## src/hdl/fpes_pkg.sv

```systemverilog
// How it works
// RULE1: Suspend is the lone opcode B0h; bytes after it in the frame are ignored.
// RULE2: At chip-select release after suspend, the running operation is halted within latency.
// RULE3: When halted, buffer-one, buffer-two or erase suspend flag goes to 1.
// RULE4: Once suspension takes effect, the ready flag shows ready again.
// RULE5: Reads into a suspended 256 KB sector return undefined data.
// RULE6: Continuous read outputs undefined data only while inside a suspended sector.
// RULE7: A program aimed at the erase-suspended sector is refused.
// RULE8: During erase suspend a program elsewhere may run and itself be suspended.
// RULE9: Reset during sector erase suspend cancels it; whole sector becomes undefined.
// RULE10: Reset during page program or erase suspend cancels it; only that page corrupts.
// RULE11: Array reads and both buffer reads are allowed in every suspend state.
// RULE12: Host leaves the suspended program's buffer alone; the other buffer stays usable.
// RULE13: Buffer-to-memory program without erase only during erase suspend.
// RULE14: Memory program through buffer one without erase only during erase suspend.
// RULE15: No erasing programs, rewrites, read-modify-writes or erases while suspended.
// RULE16: No protection, lockdown or security-register changes while suspended.
// RULE17: Protection, lockdown and security register reads stay serviced while suspended.
// RULE18: Resume is D0h at chip-select release; flag clears and busy shows again.
// RULE19: With both suspended, resume continues the program first, then the erase.
// RULE20: Host enters no power-down and leaves none while anything is suspended.
// RULE21: Status, configuration, identification reads and resets accepted while suspended.
// RULE22: Commands not permitted in the current suspend state are ignored.
package fpes_pkg;

	// ----------------------------------------
	// Opcodes and sizes
	// ----------------------------------------
	localparam logic [7:0] OP_SUSPEND = 8'hB0;
	localparam logic [7:0] OP_RESUME  = 8'hD0;
	localparam int         SECTOR_W   = 6;
	localparam logic [7:0] UNDEF_BYTE = 8'hFF;
	localparam logic [2:0] BIT_LAST   = 3'h7;

	// ----------------------------------------
	// Timing
	// ----------------------------------------
	localparam int          CLK_PERIOD_NS       = 10;
	localparam int          SUSPEND_LATENCY_NS  = 20_000;
	localparam int          RESUME_LATENCY_NS   = 40_000;
	localparam int          CNT_W               = 12;
	localparam logic [11:0] SUSPEND_LATENCY_CYC = 12'(SUSPEND_LATENCY_NS / CLK_PERIOD_NS);
	localparam logic [11:0] RESUME_LATENCY_CYC  = 12'(RESUME_LATENCY_NS / CLK_PERIOD_NS);
	localparam logic [11:0] CNT_LAST            = 12'h0001;

	// ----------------------------------------
	// Enumerations
	// ----------------------------------------
	typedef enum logic [2:0] {
		CLS_READ,
		CLS_BUF1_USE,
		CLS_BUF2_USE,
		CLS_PROG_NOERASE,
		CLS_FORBIDDEN,
		CLS_OTHER
	} fpes_cmd_class_t;

	typedef enum logic [1:0] {
		ST_IDLE,
		ST_SUSP_WAIT,
		ST_RES_WAIT
	} fpes_state_t;

	// ----------------------------------------
	// State records
	// ----------------------------------------
	typedef struct packed {
		logic       sck_s1;
		logic       sck_s2;
		logic       sck_d;
		logic       cs_s1;
		logic       cs_s2;
		logic       cs_d;
		logic       mosi_s1;
		logic       mosi_s2;
		logic       rst_s1;
		logic       rst_s2;
		logic [7:0] shift;
		logic [2:0] bitcnt;
		logic       first;
		logic       bvalid;
		logic [7:0] bdata;
		logic       bfirst;
		logic       fend;
	} fpes_front_t;

	typedef struct packed {
		fpes_state_t         state;
		logic [CNT_W-1:0]    cnt;
		logic                tgt_prog;
		logic                ps1;
		logic                ps2;
		logic                es;
		logic                es_page;
		logic [SECTOR_W-1:0] e_sector;
		logic [SECTOR_W-1:0] p_sector;
		logic [7:0]          opcode;
		logic                op_seen;
		logic                verdict_valid;
		logic                permit;
		logic [7:0]          rdata;
		logic                rundef;
		logic                wipe_sector;
		logic                wipe_page;
	} fpes_core_t;

	// ----------------------------------------
	// Reset values
	// ----------------------------------------
	localparam fpes_front_t FRONT_RESET = '{default: '0, cs_s1: 1'b1, cs_s2: 1'b1,
		cs_d: 1'b1, rst_s1: 1'b1, rst_s2: 1'b1, first: 1'b1};
	localparam fpes_core_t  CORE_RESET  = '{default: '0, state: ST_IDLE};

endpackage

```

## src/hdl/fpes_spi_front.sv

```systemverilog
`timescale 1ns/1ps
`default_nettype none
module fpes_spi_front (
	// Clock and reset
	input  wire logic       sys_clk,
	input  wire logic       arst_n,
	// Pins
	input  wire logic       spi_sck,
	input  wire logic       spi_cs_n,
	input  wire logic       spi_mosi,
	input  wire logic       reset_pin_n,
	// Byte stream
	output logic            byte_valid,
	output logic [7:0]      byte_data,
	output logic            byte_first,
	output logic            frame_end,
	output logic            reset_pin_active
);
	import fpes_pkg::*;

	fpes_front_t r_r;
	fpes_front_t r_nxt;

	// ----------------------------------------
	// Synchronise pins and assemble bytes
	// ----------------------------------------
	always_comb begin
		r_nxt = r_r;
		r_nxt.sck_s1 = spi_sck;
		r_nxt.sck_s2 = r_r.sck_s1;
		r_nxt.sck_d = r_r.sck_s2;
		r_nxt.cs_s1 = spi_cs_n;
		r_nxt.cs_s2 = r_r.cs_s1;
		r_nxt.cs_d = r_r.cs_s2;
		r_nxt.mosi_s1 = spi_mosi;
		r_nxt.mosi_s2 = r_r.mosi_s1;
		r_nxt.rst_s1 = reset_pin_n;
		r_nxt.rst_s2 = r_r.rst_s1;
		r_nxt.bvalid = 1'b0;
		r_nxt.fend = r_r.cs_s2 && !r_r.cs_d;
		if (r_r.cs_s2) begin
			r_nxt.bitcnt = '0;
			r_nxt.first = 1'b1;
		end else if (r_r.sck_s2 && !r_r.sck_d) begin
			// Mode 0/3: data taken on rising clock
			r_nxt.shift = {r_r.shift[6:0], r_r.mosi_s2};
			r_nxt.bitcnt = r_r.bitcnt + 3'h1;
			if (r_r.bitcnt == BIT_LAST) begin
				r_nxt.bvalid = 1'b1;
				r_nxt.bdata = {r_r.shift[6:0], r_r.mosi_s2};
				r_nxt.bfirst = r_r.first;
				r_nxt.first = 1'b0;
			end
		end
	end

	// State register
	always_ff @(posedge sys_clk or negedge arst_n) begin
		if (!arst_n) begin
			r_r <= FRONT_RESET;
		end else begin
			r_r <= r_nxt;
		end
	end

	assign byte_valid       = r_r.bvalid;
	assign byte_data        = r_r.bdata;
	assign byte_first       = r_r.bfirst;
	assign frame_end        = r_r.fend;
	assign reset_pin_active = !r_r.rst_s2;

endmodule
`default_nettype wire

```

## src/hdl/fpes_top.sv

```systemverilog
`timescale 1ns/1ps
`default_nettype none
module fpes_top (
	// Clock and reset
	input  wire logic                         sys_clk,
	input  wire logic                         arst_n,
	// Serial pins
	input  wire logic                         spi_sck,
	input  wire logic                         spi_cs_n,
	input  wire logic                         spi_mosi,
	input  wire logic                         reset_pin_n,
	// Software reset from command decoder
	input  wire logic                         soft_reset_req,
	// Program engine state
	input  wire logic                         core_prog_busy,
	input  wire logic                         core_prog_buf,
	input  wire logic [fpes_pkg::SECTOR_W-1:0] core_prog_sector,
	// Erase engine state
	input  wire logic                         core_erase_busy,
	input  wire logic                         core_erase_is_page,
	input  wire logic [fpes_pkg::SECTOR_W-1:0] core_erase_sector,
	// Command screening
	input  wire logic                         cmd_class_valid,
	input  wire fpes_pkg::fpes_cmd_class_t    cmd_class,
	input  wire logic                         cmd_is_program,
	input  wire logic [fpes_pkg::SECTOR_W-1:0] cmd_target_sector,
	// Array read path
	input  wire logic                         read_active,
	input  wire logic [fpes_pkg::SECTOR_W-1:0] read_sector,
	input  wire logic [7:0]                   read_byte_in,
	// Status flags
	output logic                              prog_suspend_buf_one_flag,
	output logic                              prog_suspend_buf_two_flag,
	output logic                              erase_suspend_flag,
	output logic                              ready_flag,
	// Engine control
	output logic                              prog_pause,
	output logic                              erase_pause,
	// Command verdict
	output logic                              cmd_verdict_valid,
	output logic                              cmd_permit,
	// Read data
	output logic [7:0]                        read_byte_out,
	output logic                              read_undefined,
	// Reset damage report
	output logic                              wipe_sector_pulse,
	output logic                              wipe_page_pulse
);
	import fpes_pkg::*;

	// ----------------------------------------
	// Front end
	// ----------------------------------------
	logic       byte_valid;
	logic [7:0] byte_data;
	logic       byte_first;
	logic       frame_end;
	logic       reset_pin_active;

	fpes_spi_front u_front (
		.sys_clk          (sys_clk),
		.arst_n           (arst_n),
		.spi_sck          (spi_sck),
		.spi_cs_n         (spi_cs_n),
		.spi_mosi         (spi_mosi),
		.reset_pin_n      (reset_pin_n),
		.byte_valid       (byte_valid),
		.byte_data        (byte_data),
		.byte_first       (byte_first),
		.frame_end        (frame_end),
		.reset_pin_active (reset_pin_active)
	);

	// ----------------------------------------
	// State
	// ----------------------------------------
	fpes_core_t r_r;
	fpes_core_t r_nxt;
	logic       prog_susp;
	logic       any_susp;
	logic       allowed;
	logic       read_hit;
	logic       do_reset;

	// Summary of the current suspend state
	assign prog_susp = r_r.ps1 || r_r.ps2;
	assign any_susp  = prog_susp || r_r.es;
	assign do_reset  = reset_pin_active || soft_reset_req;

	// ----------------------------------------
	// Allowed-command table
	// ----------------------------------------
	always_comb begin
		allowed = 1'b1;
		if (any_susp) begin
			case (cmd_class)
				CLS_READ:         allowed = 1'b1;              // [RULE11] [RULE17] [RULE21]
				CLS_BUF1_USE:     allowed = !r_r.ps1;          // [RULE12]
				CLS_BUF2_USE:     allowed = !r_r.ps2;          // [RULE12]
				CLS_PROG_NOERASE: allowed = r_r.es && !prog_susp; // [RULE13] [RULE14]
				CLS_FORBIDDEN:    allowed = 1'b0;              // [RULE15] [RULE16] [RULE20]
				CLS_OTHER:        allowed = 1'b1;
				default:          allowed = 1'b0;
			endcase
		end
		// Programs into the erase-suspended sector abort
		if (r_r.es && cmd_is_program && cmd_target_sector == r_r.e_sector) begin
			allowed = 1'b0; // [RULE7]
		end
	end

	// ----------------------------------------
	// Suspended-sector read guard
	// ----------------------------------------
	always_comb begin
		read_hit = 1'b0;
		if (r_r.es && read_sector == r_r.e_sector) begin
			read_hit = 1'b1; // [RULE5]
		end
		if (prog_susp && read_sector == r_r.p_sector) begin
			read_hit = 1'b1; // [RULE5]
		end
	end

	// ----------------------------------------
	// Next state
	// ----------------------------------------
	always_comb begin
		r_nxt = r_r;
		r_nxt.verdict_valid = 1'b0;
		r_nxt.wipe_sector = 1'b0;
		r_nxt.wipe_page = 1'b0;

		// Opcode is the first byte; later bytes only shift past
		if (byte_valid && byte_first) begin
			r_nxt.opcode = byte_data; // [RULE1]
			r_nxt.op_seen = 1'b1;
		end

		// Act on suspend or resume when chip select releases
		if (frame_end) begin
			r_nxt.op_seen = 1'b0;
			if (r_r.op_seen && r_r.state == ST_IDLE && r_r.opcode == OP_SUSPEND) begin
				if (core_prog_busy && !prog_susp) begin
					// Also covers a program started inside an erase suspend
					r_nxt.state = ST_SUSP_WAIT; // [RULE2] [RULE8]
					r_nxt.tgt_prog = 1'b1;
					r_nxt.cnt = SUSPEND_LATENCY_CYC;
				end else if (core_erase_busy && !r_r.es && !core_prog_busy) begin
					r_nxt.state = ST_SUSP_WAIT; // [RULE2]
					r_nxt.tgt_prog = 1'b0;
					r_nxt.cnt = SUSPEND_LATENCY_CYC;
				end
			end
			if (r_r.op_seen && r_r.state == ST_IDLE && r_r.opcode == OP_RESUME) begin
				if (prog_susp) begin
					r_nxt.state = ST_RES_WAIT; // [RULE18] [RULE19]
					r_nxt.tgt_prog = 1'b1;
					r_nxt.cnt = RESUME_LATENCY_CYC;
				end else if (r_r.es) begin
					r_nxt.state = ST_RES_WAIT; // [RULE18] [RULE19]
					r_nxt.tgt_prog = 1'b0;
					r_nxt.cnt = RESUME_LATENCY_CYC;
				end
			end
		end

		// Latency timers; a suspend during a resume wait is dropped above
		case (r_r.state)
			ST_IDLE: begin
				// Keep a timer just loaded above, otherwise clear leftovers
				if (r_nxt.state == ST_IDLE) begin
					r_nxt.cnt = '0;
				end
			end
			ST_SUSP_WAIT: begin
				r_nxt.cnt = r_r.cnt - CNT_LAST;
				if (r_r.cnt <= CNT_LAST) begin
					r_nxt.state = ST_IDLE;
					if (r_r.tgt_prog) begin
						r_nxt.ps1 = !core_prog_buf; // [RULE3] [RULE8]
						r_nxt.ps2 = core_prog_buf;  // [RULE3] [RULE8]
						r_nxt.p_sector = core_prog_sector;
					end else begin
						r_nxt.es = 1'b1; // [RULE3]
						r_nxt.es_page = core_erase_is_page;
						r_nxt.e_sector = core_erase_sector;
					end
				end
			end
			ST_RES_WAIT: begin
				r_nxt.cnt = r_r.cnt - CNT_LAST;
				if (r_r.cnt <= CNT_LAST) begin
					r_nxt.state = ST_IDLE;
					if (r_r.tgt_prog) begin
						r_nxt.ps1 = 1'b0; // [RULE18]
						r_nxt.ps2 = 1'b0; // [RULE18]
					end else begin
						r_nxt.es = 1'b0; // [RULE18]
					end
				end
			end
			default: begin
				r_nxt.state = ST_IDLE;
			end
		endcase

		// Verdict on every screened command; refused ones go nowhere
		if (cmd_class_valid) begin
			r_nxt.verdict_valid = 1'b1;
			r_nxt.permit = allowed; // [RULE22]
		end

		// Read data path, masked inside suspended sectors
		r_nxt.rundef = read_active && read_hit;               // [RULE6]
		r_nxt.rdata = read_hit ? UNDEF_BYTE : read_byte_in;   // [RULE5] [RULE6]

		// Reset aborts every suspension and reports what was damaged
		if (do_reset) begin
			r_nxt.wipe_sector = r_r.es && !r_r.es_page;         // [RULE9]
			r_nxt.wipe_page = (r_r.es && r_r.es_page) || prog_susp; // [RULE10]
			r_nxt.ps1 = 1'b0;
			r_nxt.ps2 = 1'b0;
			r_nxt.es = 1'b0; // [RULE9] [RULE10]
			r_nxt.es_page = 1'b0;
			r_nxt.state = ST_IDLE;
			r_nxt.cnt = '0;
			r_nxt.op_seen = 1'b0;
		end
	end

	// State register
	always_ff @(posedge sys_clk or negedge arst_n) begin
		if (!arst_n) begin
			r_r <= CORE_RESET;
		end else begin
			r_r <= r_nxt;
		end
	end

	// ----------------------------------------
	// Outputs
	// ----------------------------------------
	// Engines hold still from the start of the suspend wait to the end of resume
	assign prog_pause  = prog_susp || (r_r.state == ST_SUSP_WAIT && r_r.tgt_prog);  // [RULE2]
	assign erase_pause = r_r.es || (r_r.state == ST_SUSP_WAIT && !r_r.tgt_prog);    // [RULE2]

	// Ready once every engine still busy is paused and no timer runs
	assign ready_flag = !((core_prog_busy && !prog_pause) ||
		(core_erase_busy && !erase_pause) || r_r.state != ST_IDLE); // [RULE4] [RULE18]

	assign prog_suspend_buf_one_flag = r_r.ps1;
	assign prog_suspend_buf_two_flag = r_r.ps2;
	assign erase_suspend_flag        = r_r.es;
	assign cmd_verdict_valid         = r_r.verdict_valid;
	assign cmd_permit                = r_r.permit;
	assign read_byte_out             = r_r.rdata;
	assign read_undefined            = r_r.rundef;
	assign wipe_sector_pulse         = r_r.wipe_sector;
	assign wipe_page_pulse           = r_r.wipe_page;

endmodule
`default_nettype wire

```

## config.mk

```make
export PLATFORM = sky130hd
export DESIGN_NAME = fpes_top
export DESIGN_NICKNAME = d
export VERILOG_FILES = /design/src/hdl/fpes_pkg.sv /design/src/hdl/fpes_spi_front.sv /design/src/hdl/fpes_top.sv
export SDC_FILE = /design/constraint.sdc
export NUM_CORES = 1
export LEC_CHECK = 0
export BUFFER_PORTS_ARGS = -buffer_cell sky130_fd_sc_hd__buf_2
export CELL_PAD_IN_SITES_DETAIL_PLACEMENT = 0
export CELL_PAD_IN_SITES_GLOBAL_PLACEMENT = 1
export CORE_ASPECT_RATIO = 2
export CORE_MARGIN = 1
export CORE_UTILIZATION = 45
export CTS_CLUSTER_SIZE = 24
export DETAILED_ROUTE_END_ITERATION = 7
export HOLD_SLACK_MARGIN = 0.1
export PLACE_DENSITY_LB_ADDON = 0.25
export REMOVE_ABC_BUFFERS = 1
export SLEW_MARGIN = 40
export SYNTH_ARGS = -nofsm -noshare
export SYNTH_HDL_FRONTEND = slang
export SYNTH_SLANG_ARGS = --single-unit
```

## constraint.sdc

```tcl
create_clock -name sys_clk -period 3 [get_ports sys_clk]
set_clock_uncertainty 0.05 [all_clocks]
set_input_delay 0.3 -clock sys_clk [delete_from_list [all_inputs] [get_ports sys_clk]]
set_output_delay 0.3 -clock sys_clk [all_outputs]
set_load 0.01 [all_outputs]
```

==> results.tsv, run 1 <==
stage	metric	value	unit
timing	highest clock frequency the design can meet	389.6	MHz
power	IR Drop Worst-Case VDD	0.3825	mV
global_routing	number of antenna violations at the first check in global routing	0	
min_path	instance count along the most critical hold path	2	
timing	slew of the pin with the lowest slew margin	691.2	ps
global_routing	largest net degree at the start of global routing	41	
route	Post-DRT Antenna Nets	0	
critical_path	critical path capture point type	register	
critical_path	origin of the critical flop-to-flop path	r_r[45]	
power	Pleak	2.286	nW
critical_path	start point of the critical path	r_r[45]	
power	power spent charging and discharging nets	0.5685	mW
route	routed wire length per instance	16.09	µm
placement	half-perimeter wire length after detailed placement	6101	µm
placement	standard cell area after detailed placement	4345	µm²
logic_synthesis	Netlist Area Pre-Place	3976	µm²
logic_synthesis	post-synthesis register bit count	85	
logic_synthesis	proportion of register bits with asynchronous set or reset after synthesis	1.000	
critical_path	worst reg2reg path depth	4	
logic_synthesis	Synth area leaders	sky130_fd_sc_hd__dfrtp_1, sky130_fd_sc_hd__mux2_2, sky130_fd_sc_hd__mux2_4	
min_path	hold endpoint	read_byte_out[1]	
logic_synthesis	top_reg_cell synth	sky130_fd_sc_hd__dfrtp_1	
logic_synthesis	number of library cell types mapped by synthesis	49	
critical_path	required time of the worst setup path	3170	ps
power	switch share	0.2225	
route	overall via count from detail_route	2784	
power	cell-internal power	1.987	mW
floorplanning	area of the placeable core	8588	µm²
global_routing	wire length of the first global-routing pass	13240	µm
floorplanning	die height	134.9	µm
clock_network	post-CTS setup buffers	0	
finish	Antenna diodes	0	
clock_network	CTS tree	done	
logic_synthesis	Yosys top cell by area	sky130_fd_sc_hd__dfrtp_1	
min_path	worst hold path startpoint	read_byte_in[1]	
logic_synthesis	post-synthesis cell count	333	
finish	share of layout cells above drive strength 1	0.3349	
placement	port buffer count	67	
finish	relative area change from synthesis to final layout	20.23	%
clock_network	cts repair resizes	0	
run	count of max-cap constraint violations	0	
timing	fraction of the cycle the final worst path needs	0.8555	
clock_network	Longest Clk Path Bufs	2	
floorplanning	standard-cell rows	48	
power	areal power density over the cells	534.5	nW/µm²
logic_synthesis	synthesized area divided by synthesized cell count	11.94	µm²
route	Total Wirelength	8287	µm
global_routing	met1 layer usage reported by global route	0.2025	
timing	Max-Slew Margin vs Limit	0.5392	
route	number of DRC markers in iteration 0	98	
clock_network	H-tree depth	3	
logic_synthesis	number of flops mapped to enable cells by yosys	0	
route	iteration count of the initial detailed-routing pass	4	
timing	post-layout minimum cycle time	2566	ps
logic_synthesis	portion of the post-synthesis area used by sequential elements	0.5368	
critical_path	worst stage delay on the critical path	590	ps
finish	final layout net count	467	
timing	count of final hold-check violations	0	
placement	Routability Congestion	0.7775	
global_routing	busiest grt layer	met2	
global_routing	met3 GRT Util	0.05068	
global_routing	overall fraction of global-route tracks in use	0.1976	
global_routing	number of global-route vias before repair	2804	
global_routing	remaining global-route overflow	0	
timing	count of final max-slew check failures	0	
timing	total negative slack	0	ps
timing	final setup vio count	0	
finish	Final Instance Area	4781	µm²
clock_network	clock latency of the later-clocked register in the worst-skew pair	340	ps
critical_path	Crit path top cell by count	sky130_fd_sc_hd__or4_4	
critical_path	kind of start point of the critical path	register	
run_status	status	completed	
route	Vias/cell	5.406	
critical_path	reg-to-reg setup timing slack	430	ps
logic_synthesis	portion of synthesized cell area occupied by the leading cell type	0.4972	
floorplanning	area of the die	9239	µm²
clock_network	hold buffer count at CTS	13	
critical_path	endpoint of the lowest-slack register-to-register path	r_r[31]	
critical_path	critical-path maximum fanout	8	
critical_path	arrival time of data at the critical path endpoint	2740	ps
route	final routed DRC violation total	0	
timing	setup repair after global routing missed its margin	no	
critical_path	Critical Path Slowest Stage Cell	sky130_fd_sc_hd__or4_4	
power	sequential group share of total power	0.491	
clock_network	CTS clk-pin slew, worst paths	60	ps
power	part of the power in the clock network	0.440	
clock_network	CTS buffer count	9	
power	combinational group share of total power	0.069	
floorplanning	effective utilization at floorplan	0.4630	
min_path	type of the tightest min-delay check	primary input to register	
critical_path	Cell Chain, Critical Path	or4_4 > or4_4 > or2_1 > mux2_4	
floorplanning	number of placed I/O pins	68	
global_routing	met2 Resource Use GR	0.3557	
floorplanning	die span in x	68.47	µm
clock_network	Clk Tree Root Cell	sky130_fd_sc_hd__clkbuf_16	
logic_synthesis	warnings from Yosys	0	
critical_path	crit path kind	register to register	
clock_network	number of clock sinks seen by CTS	85	
[flip-flops by register name, summed over array words and instances (netlist names), 6 cells and up]
name / count
r_r: 37
u_front.r_nxt: 6
u_front.byte_data: 8
read_byte_out: 8
u_front.r_r: 15
[routing by layer]
layer	vias to the layer above	wire length, µm
li1	1323	-
met1	1382	3167
met2	65	4534
met3	14	368
met4	0	217
met5	-	0
[cell families (layout without fill, tap and decap cells)]
kind of cell             count (synthesis)  count (layout)  synth area share
XOR/XNOR                                22              22           0.04846
multiplexers                            41              41            0.1265
buffers and inverters                   26             108           0.03965
adder cells (fa/ha/maj)                  8               8           0.02517
AND/OR/NAND/NOR                         92              92            0.1259
AO/OA/AOI/OAI                           59              59           0.09755
flip-flops                              85              85            0.5368
[cell usage in the layout, fill, tap and decap left out, types with 2 or more instances in the layout]
master / count
sky130_fd_sc_hd__a21oi_1: 16
sky130_fd_sc_hd__a221oi_1: 2
sky130_fd_sc_hd__a31oi_1: 3
sky130_fd_sc_hd__a41oi_1: 2
sky130_fd_sc_hd__and4b_1: 2
sky130_fd_sc_hd__buf_2: 66
sky130_fd_sc_hd__buf_4: 6
sky130_fd_sc_hd__clkbuf_16: 9
sky130_fd_sc_hd__clkinv_2: 2
sky130_fd_sc_hd__dfrtp_1: 79
sky130_fd_sc_hd__dfstp_2: 6
sky130_fd_sc_hd__dlygate4sd3_1: 13
sky130_fd_sc_hd__ha_1: 8
sky130_fd_sc_hd__inv_1: 7
sky130_fd_sc_hd__inv_6: 3
sky130_fd_sc_hd__mux2_2: 26
sky130_fd_sc_hd__mux2_4: 12
sky130_fd_sc_hd__mux2i_1: 3
sky130_fd_sc_hd__nand2_1: 18
sky130_fd_sc_hd__nand2b_1: 13
sky130_fd_sc_hd__nand3_1: 2
sky130_fd_sc_hd__nor2_1: 20
sky130_fd_sc_hd__nor2b_1: 5
sky130_fd_sc_hd__nor3_1: 8
sky130_fd_sc_hd__nor3b_1: 4
sky130_fd_sc_hd__nor4_1: 7
sky130_fd_sc_hd__o2111ai_1: 2
sky130_fd_sc_hd__o21a_1: 8
sky130_fd_sc_hd__o21ai_0: 13
sky130_fd_sc_hd__o21bai_1: 2
sky130_fd_sc_hd__or2_1: 2
sky130_fd_sc_hd__or2_2: 2
sky130_fd_sc_hd__or4_1: 2
sky130_fd_sc_hd__or4_4: 2
sky130_fd_sc_hd__xnor2_1: 8
sky130_fd_sc_hd__xor2_1: 14
[through the flow]
stage	instances	util	setup WS, ps	power [mW]	hold WS [ps]
after global placement	486	0.5060	493.9	1.437	258.3
after global routing	515	0.5567	333.2	2.662	117.2
final	515	0.5567	433.6	2.555	117.3
after detailed placement	486	0.5060	439.8	1.443	261.7
after floorplan	314	-	568.3	1.346	-45.59
after CTS	515	0.5567	436.1	2.595	106.4
[worst max-delay path, delay by kind of cell, from the launching register on]
family	cells	cell delay [ps]
simple gates	3	1590
flops	1	450
mux	1	360
[power groups by stage]
stage	Sequential (mW)	Clock (mW)	Combinational (mW)
2_1_floorplan	1.26	0	0.0837
3_3_place_gp	1.27	0	0.163
3_5_place_dp	1.27	0	0.168
4_1_cts	1.25	1.16	0.182
5_1_grt	1.26	1.20	0.200
6_report	1.25	1.12	0.177
[area by class of cell]
class | count | area, µm²
clock buffers | 10 | 239.0
inverters | 7 | 26.28
flip-flops and latches | 85 | 2135
multi-input cells | 222 | 1684
repair buffers | 85 | 505.5
fillers | 761 | 3807
well taps | 100 | 125.1
clock inverters | 6 | 66.31
[cell usage after synthesis (all sizes together) (2+ instances only)]
cell / count
a211oi: 2
a21oi: 16
a221oi: 2
a31oi: 3
a41oi: 2
and4b: 2
buf: 12
clkbuf: 7
dfrtp: 79
dfstp: 6
ha: 8
inv: 7
mux2: 38
mux2i: 3
nand2: 18
nand2b: 13
nand3: 2
nor2: 20
nor2b: 5
nor3: 8
nor3b: 4
nor4: 7
o2111ai: 2
o21a: 8
o21ai: 13
o21bai: 2
or2: 4
or4: 4
xnor2: 8
xor2: 14
[worst max-delay path by stage]
stage,to
2_1_floorplan,r_r[28]
3_3_place_gp,r_r[28]
3_5_place_dp,r_r[31]
4_1_cts,r_r[31]
5_1_grt,r_r[41]
6_report,r_r[31]
(Power assumes the default switching activity.)
==> run 2, diff against run 1 <==
--- a/config.mk
+++ b/config.mk
@@ -11,7 +11,7 @@
 export CORE_ASPECT_RATIO = 2
 export CORE_MARGIN = 1
 export CORE_UTILIZATION = 45
-export CTS_CLUSTER_SIZE = 24
+export CTS_CLUSTER_SIZE = 14
 export DETAILED_ROUTE_END_ITERATION = 7
 export HOLD_SLACK_MARGIN = 0.1
 export PLACE_DENSITY_LB_ADDON = 0.25
==> constraint.sdc (replaced) <==
create_clock -name sys_clk -period 3 [get_ports sys_clk]
set_clock_uncertainty 0.05 [all_clocks]
set_input_delay 0.15 -clock sys_clk [delete_from_list [all_inputs] [get_ports sys_clk]]
set_output_delay 0.15 -clock sys_clk [all_outputs]
set_load 0.01 [all_outputs]
==> results.tsv, run 2 (same netlist as run 1, synthesis figures left out) <==
stage	metric	value	unit
critical_path	origin of the critical flop-to-flop path	r_r[45]	
timing	count of final hold-check violations	0	
clock_network	Clk Tree Root Cell	sky130_fd_sc_hd__clkbuf_16	
timing	final setup slack of the worst path	436.4	ps
floorplanning	die span in x	68.47	µm
finish	relative area change from synthesis to final layout	24.10	%
power	Final Power	2.554	mW
route	final routed DRC violation total	0	
placement	Placement Setup Slack	435.8	ps
finish	most used cells in the layout excluding fill and tap cells	sky130_fd_sc_hd__dfrtp_1, sky130_fd_sc_hd__buf_2, sky130_fd_sc_hd__dlygate4sd3_1	
timing	fraction of the cycle the final worst path needs	0.8545	
finish	share of layout cells above drive strength 1	0.3186	
finish	Final Instance Area	4935	µm²
timing	slew of the pin with the lowest slew margin	678.3	ps
floorplanning	area of the placeable core	8588	µm²
clock_network	Longest Clk Path Bufs	2	
finish	core occupancy in the finished layout	0.5746	
min_path	type of the tightest min-delay check	primary input to register	
critical_path	arrival time of data at the critical path endpoint	2730	ps
critical_path	worst stage delay on the critical path	580	ps
finish	filler-free cell count of the finished design	530	
min_path	hold endpoint	r_r[44]	
min_path	worst hold path startpoint	soft_reset_req	
timing	total negative slack	0	ps
critical_path	required time of the worst setup path	3160	ps
critical_path	kind of start point of the critical path	register	
placement	port buffer count	67	
timing	final setup vio count	0	
global_routing	number of global-route vias before repair	2909	
critical_path	Crit path top cell by count	sky130_fd_sc_hd__or4_4	
route	Post-DRT Antenna Nets	0	
critical_path	endpoint of the lowest-slack register-to-register path	r_r[31]	
route	overall via count from detail_route	2847	
timing	Max-Slew Margin vs Limit	0.5478	
timing	post-layout minimum cycle time	2564	ps
clock_network	number of clock sinks seen by CTS	85	
timing	highest clock frequency the design can meet	390.1	MHz
clock_network	CTS tree	done	
critical_path	worst reg2reg path depth	4	
clock_network	H-tree depth	3	
route	iteration count of the initial detailed-routing pass	4	
placement	Inst Count DP	486	
global_routing	wire length of the first global-routing pass	13560	µm
route	Total Wirelength	8456	µm
critical_path	critical-path maximum fanout	8	
finish	final layout net count	483	
finish	register name with the most flops	r_r	
global_routing	largest net degree at the start of global routing	34	
placement	Routability Congestion	0.7991	
critical_path	Critical Path Slowest Stage Cell	sky130_fd_sc_hd__or4_4	
route	Vias/cell	5.372	
timing	hold slack	168.7	ps
floorplanning	standard-cell rows	48	
floorplanning	area of the die	9239	µm²
finish	Antenna diodes	0	
finish	most common library cell in the layout ignoring fill and taps	sky130_fd_sc_hd__dfrtp_1	
power	IR Drop Worst-Case VDD	0.3678	mV
critical_path	Cell Chain, Critical Path	or4_4 > or4_4 > or2_1 > mux2_4	
power	areal power density over the cells	517.6	nW/µm²
critical_path	critical path capture point type	register	
run_status	status	completed	
finish	flip-flop count of the largest register after layout	37	
critical_path	crit path kind	register to register	
timing	setup repair after global routing missed its margin	no	
clock_network	CTS clk-pin slew, worst paths	60	ps
floorplanning	die height	134.9	µm
route	number of DRC markers in iteration 0	120	
floorplanning	effective utilization at floorplan	0.4630	
global_routing	overall fraction of global-route tracks in use	0.2030	
clock_network	clock latency of the later-clocked register in the worst-skew pair	340	ps
placement	half-perimeter wire length after detailed placement	6153	µm
clock_network	CTS buffer count	9	
run	count of max-cap constraint violations	0	
power	Pleak	2.345	nW
floorplanning	number of placed I/O pins	68	
timing	count of final max-slew check failures	0	
min_path	instance count along the most critical hold path	3	
critical_path	reg-to-reg setup timing slack	440	ps
global_routing	number of antenna violations at the first check in global routing	0	
global_routing	remaining global-route overflow	0	
route	routed wire length per instance	15.95	µm
placement	standard cell area after detailed placement	4345	µm²
finish	registers with the highest flip-flop counts	r_r (37), u_front.r_r (15)	
==> run 2: cell count changes in the layout (fill, tap and decap cells not counted) <==
cell                            delta
sky130_fd_sc_hd__clkbuf_1          +1
sky130_fd_sc_hd__clkinv_4          +2
sky130_fd_sc_hd__inv_6             -2
sky130_fd_sc_hd__clkinv_2          -2
sky130_fd_sc_hd__dlygate4sd3_1    +16
==> run 2: power by group <==
part           internal [mW]  switching, mW
clock                  0.669          0.437
combinational          0.116         0.0786
sequential              1.21         0.0416
total                   2.00          0.558
==> run 2: worst max path at each step <==
stage,start,endpoint,slack [ps],cells past startpoint
floorplan,r_r[45],r_r[28],570,4
global placement,r_r[45],r_r[30],490,4
detailed placement,r_r[45],r_r[32],440,4
CTS,r_r[45],r_r[30],430,4
global route,r_r[52],r_r[52],280,6
finish,r_r[45],r_r[31],440,4
==> run 2: worst max-delay path: cells and delay by family, from the launching register on <==
| family | cells | cell delay [ps] |
|---|---|---|
| multiplexers | 1 | 360 |
| AND/OR/NAND/NOR | 3 | 1590 |
| flip-flops | 1 | 440 |
==> run 2: what timing repair did <==
item                                   CTS  global route
hold buffers                            29             0
resized for setup                        0             0
endpoints found under the hold margin   61             0
setup buffers                            0             0
==> run 2: area by class of cell <==
cell class              count  area, µm²
clock buffers              11      242.7
clock inverters             4      56.30
fillers                   765       3654
inverters                   7      26.28
multi-input cells         222       1684
flip-flops and latches     85       2135
well taps                 100      125.1
repair buffers            101      665.6
==> run 2: per-layer routing <==
metal	track usage	vias up	routed length [µm]
met1	0.2057	1406	3112
li1	-	1352	-
met5	0	-	0
met4	0.09144	0	246
met2	0.3693	71	4748
met3	0.04983	18	348
==> run 3, diff against run 2 <==
--- a/config.mk
+++ b/config.mk
@@ -5,7 +5,7 @@
 export SDC_FILE = /design/constraint.sdc
 export NUM_CORES = 1
 export LEC_CHECK = 0
-export BUFFER_PORTS_ARGS = -buffer_cell sky130_fd_sc_hd__buf_2
+export BUFFER_PORTS_ARGS = -buffer_cell sky130_fd_sc_hd__clkbuf_2
 export CELL_PAD_IN_SITES_DETAIL_PLACEMENT = 0
 export CELL_PAD_IN_SITES_GLOBAL_PLACEMENT = 1
 export CORE_ASPECT_RATIO = 2
@@ -13,6 +13,7 @@
 export CORE_UTILIZATION = 45
 export CTS_CLUSTER_SIZE = 14
 export DETAILED_ROUTE_END_ITERATION = 7
+export GPL_TIMING_DRIVEN = 0
 export HOLD_SLACK_MARGIN = 0.1
 export PLACE_DENSITY_LB_ADDON = 0.25
 export REMOVE_ABC_BUFFERS = 1
==> results.tsv, run 3 (same netlist as run 1, synthesis figures left out) <==
stage	metric	value	unit
min_path	instance count along the most critical hold path	3	
critical_path	Crit path top cell by count	sky130_fd_sc_hd__or4_4	
clock_network	H-tree depth	3	
placement	standard cell area after detailed placement	4347	µm²
clock_network	Longest Clk Path Bufs	2	
floorplanning	number of placed I/O pins	68	
floorplanning	die span in x	68.47	µm
route	iteration count of the initial detailed-routing pass	4	
critical_path	required time of the worst setup path	3180	ps
timing	final setup vio count	0	
timing	highest clock frequency the design can meet	382.4	MHz
min_path	hold endpoint	r_r[44]	
timing	hold slack	167.2	ps
global_routing	met2 Resource Use GR	0.3535	
global_routing	overall fraction of global-route tracks in use	0.1982	
route	final routed DRC violation total	0	
route	Post-DRT Antenna Nets	0	
timing	Max-Slew Margin vs Limit	0.5067	
power	Pleak	2.356	nW
finish	layout filler cell count	732	
finish	most used cells in the layout excluding fill and tap cells	sky130_fd_sc_hd__dfrtp_1, sky130_fd_sc_hd__clkbuf_2, sky130_fd_sc_hd__dlygate4sd3_1	
min_path	worst hold path startpoint	soft_reset_req	
finish	relative area change from synthesis to final layout	24.54	%
finish	most common library cell in the layout ignoring fill and taps	sky130_fd_sc_hd__dfrtp_1	
route	routed wire length per instance	16.07	µm
min_path	type of the tightest min-delay check	primary input to register	
route	Vias/cell	5.341	
critical_path	origin of the critical flop-to-flop path	r_r[45]	
finish	registers with the highest flip-flop counts	r_r (37), u_front.r_r (15)	
route	Total Wirelength	8485	µm
critical_path	worst reg2reg path depth	4	
finish	final layout net count	480	
global_routing	number of antenna violations at the first check in global routing	0	
timing	post-layout minimum cycle time	2615	ps
critical_path	kind of start point of the critical path	register	
finish	core occupancy in the finished layout	0.5766	
critical_path	endpoint of the lowest-slack register-to-register path	r_r[30]	
run_status	status	completed	
critical_path	arrival time of data at the critical path endpoint	2790	ps
global_routing	busiest grt layer	met2	
clock_network	number of clock sinks seen by CTS	85	
floorplanning	die height	134.9	µm
finish	flip-flop count of the largest register after layout	37	
timing	slew of the pin with the lowest slew margin	739.9	ps
floorplanning	standard-cell rows	48	
clock_network	post-CTS setup buffers	0	
finish	filler-free cell count of the finished design	528	
critical_path	critical-path maximum fanout	8	
critical_path	reg-to-reg setup timing slack	380	ps
timing	fraction of the cycle the final worst path needs	0.8718	
placement	port buffer count	67	
placement	Routability Congestion	0.8087	
global_routing	met1 layer usage reported by global route	0.2050	
global_routing	remaining global-route overflow	0	
placement	Inst Count DP	483	
timing	final setup slack of the worst path	384.7	ps
floorplanning	area of the die	9239	µm²
power	IR Drop Worst-Case VDD	0.3285	mV
finish	Final Instance Area	4952	µm²
run	count of max-cap constraint violations	0	
finish	Antenna diodes	0	
timing	setup repair after global routing missed its margin	no	
clock_network	CTS tree	done	
critical_path	critical path capture point type	register	
clock_network	CTS clk-pin slew, worst paths	60	ps
placement	half-perimeter wire length after detailed placement	5944	µm
clock_network	clock latency of the later-clocked register in the worst-skew pair	350	ps
critical_path	Critical Path Slowest Stage Cell	sky130_fd_sc_hd__or4_4	
floorplanning	effective utilization at floorplan	0.4630	
clock_network	cts repair resizes	0	
global_routing	largest net degree at the start of global routing	67	
timing	total negative slack	0	ps
timing	count of final max-slew check failures	0	
power	Final Power	2.620	mW
critical_path	start point of the critical path	r_r[45]	
finish	share of layout cells above drive strength 1	0.3178	
power	areal power density over the cells	529.0	nW/µm²
critical_path	crit path kind	register to register	
global_routing	met3 GRT Util	0.03209	
placement	Placement Setup Slack	386.0	ps
global_routing	number of global-route vias before repair	2896	
clock_network	Clk Tree Root Cell	sky130_fd_sc_hd__clkbuf_16	
finish	register name with the most flops	r_r	
critical_path	Cell Chain, Critical Path	or4_4 > or4_4 > or2_1 > mux2_4	
timing	count of final hold-check violations	0	
floorplanning	area of the placeable core	8588	µm²
route	overall via count from detail_route	2820	
route	number of DRC markers in iteration 0	138	
global_routing	wire length of the first global-routing pass	13320	µm
critical_path	worst stage delay on the critical path	600	ps
clock_network	CTS buffer count	9	
run 3: changes by cell type in the layout (fill, tap and decap cells not counted), sizes merged:
cell    previous run  this run
clkinv             2         1
inv                8        11
clkbuf            11        77
buf               72         2
run 3: report_power, final:
group | internal (mW) | switching, mW
logic | 0.117 | 0.0813
clock network | 0.684 | 0.484
registers | 1.21 | 0.0418
total | 2.01 | 0.608
run 3: final cells by class:
cell class / count / area (µm²) / share of cell area
flip-flops and latches: 85 / 2135 / 0.4310
multi-input cells: 222 / 1684 / 0.3401
repair buffers: 98 / 666.9 / 0.1347
clock buffers: 10 / 239.0 / 0.04826
well taps: 100 / 125.1 / 0.02527
clock inverters: 6 / 76.32 / 0.01541
inverters: 7 / 26.28 / 0.005306
run 3: layer usage:
layer | part of all wire | vias to the layer above
met5 | 0 | -
met4 | 0.032 | 0
met3 | 0.033 | 19
met2 | 0.55 | 71
met1 | 0.39 | 1373
li1 | - | 1357
run 3: worst max-delay path, delay by kind of cell, from the launching register on:
kind / cells / cell delay [ps]
AND/OR/NAND/NOR: 3 / 1630
multiplexers: 1 / 370
flip-flops: 1 / 460
run 3: worst max path at each step:
stage,end
4_1_cts,r_r[30]
5_1_grt,r_r[46]
3_5_place_dp,r_r[30]
6_report,r_r[30]
2_1_floorplan,r_r[28]
3_3_place_gp,r_r[50]
run 3: repair_timing:
| action | in CTS | in global routing |
|---|---|---|
| hold endpoints to repair | 109 | 0 |
| hold buffers | 29 | 0 |
| setup endpoints to repair | 0 | 0 |
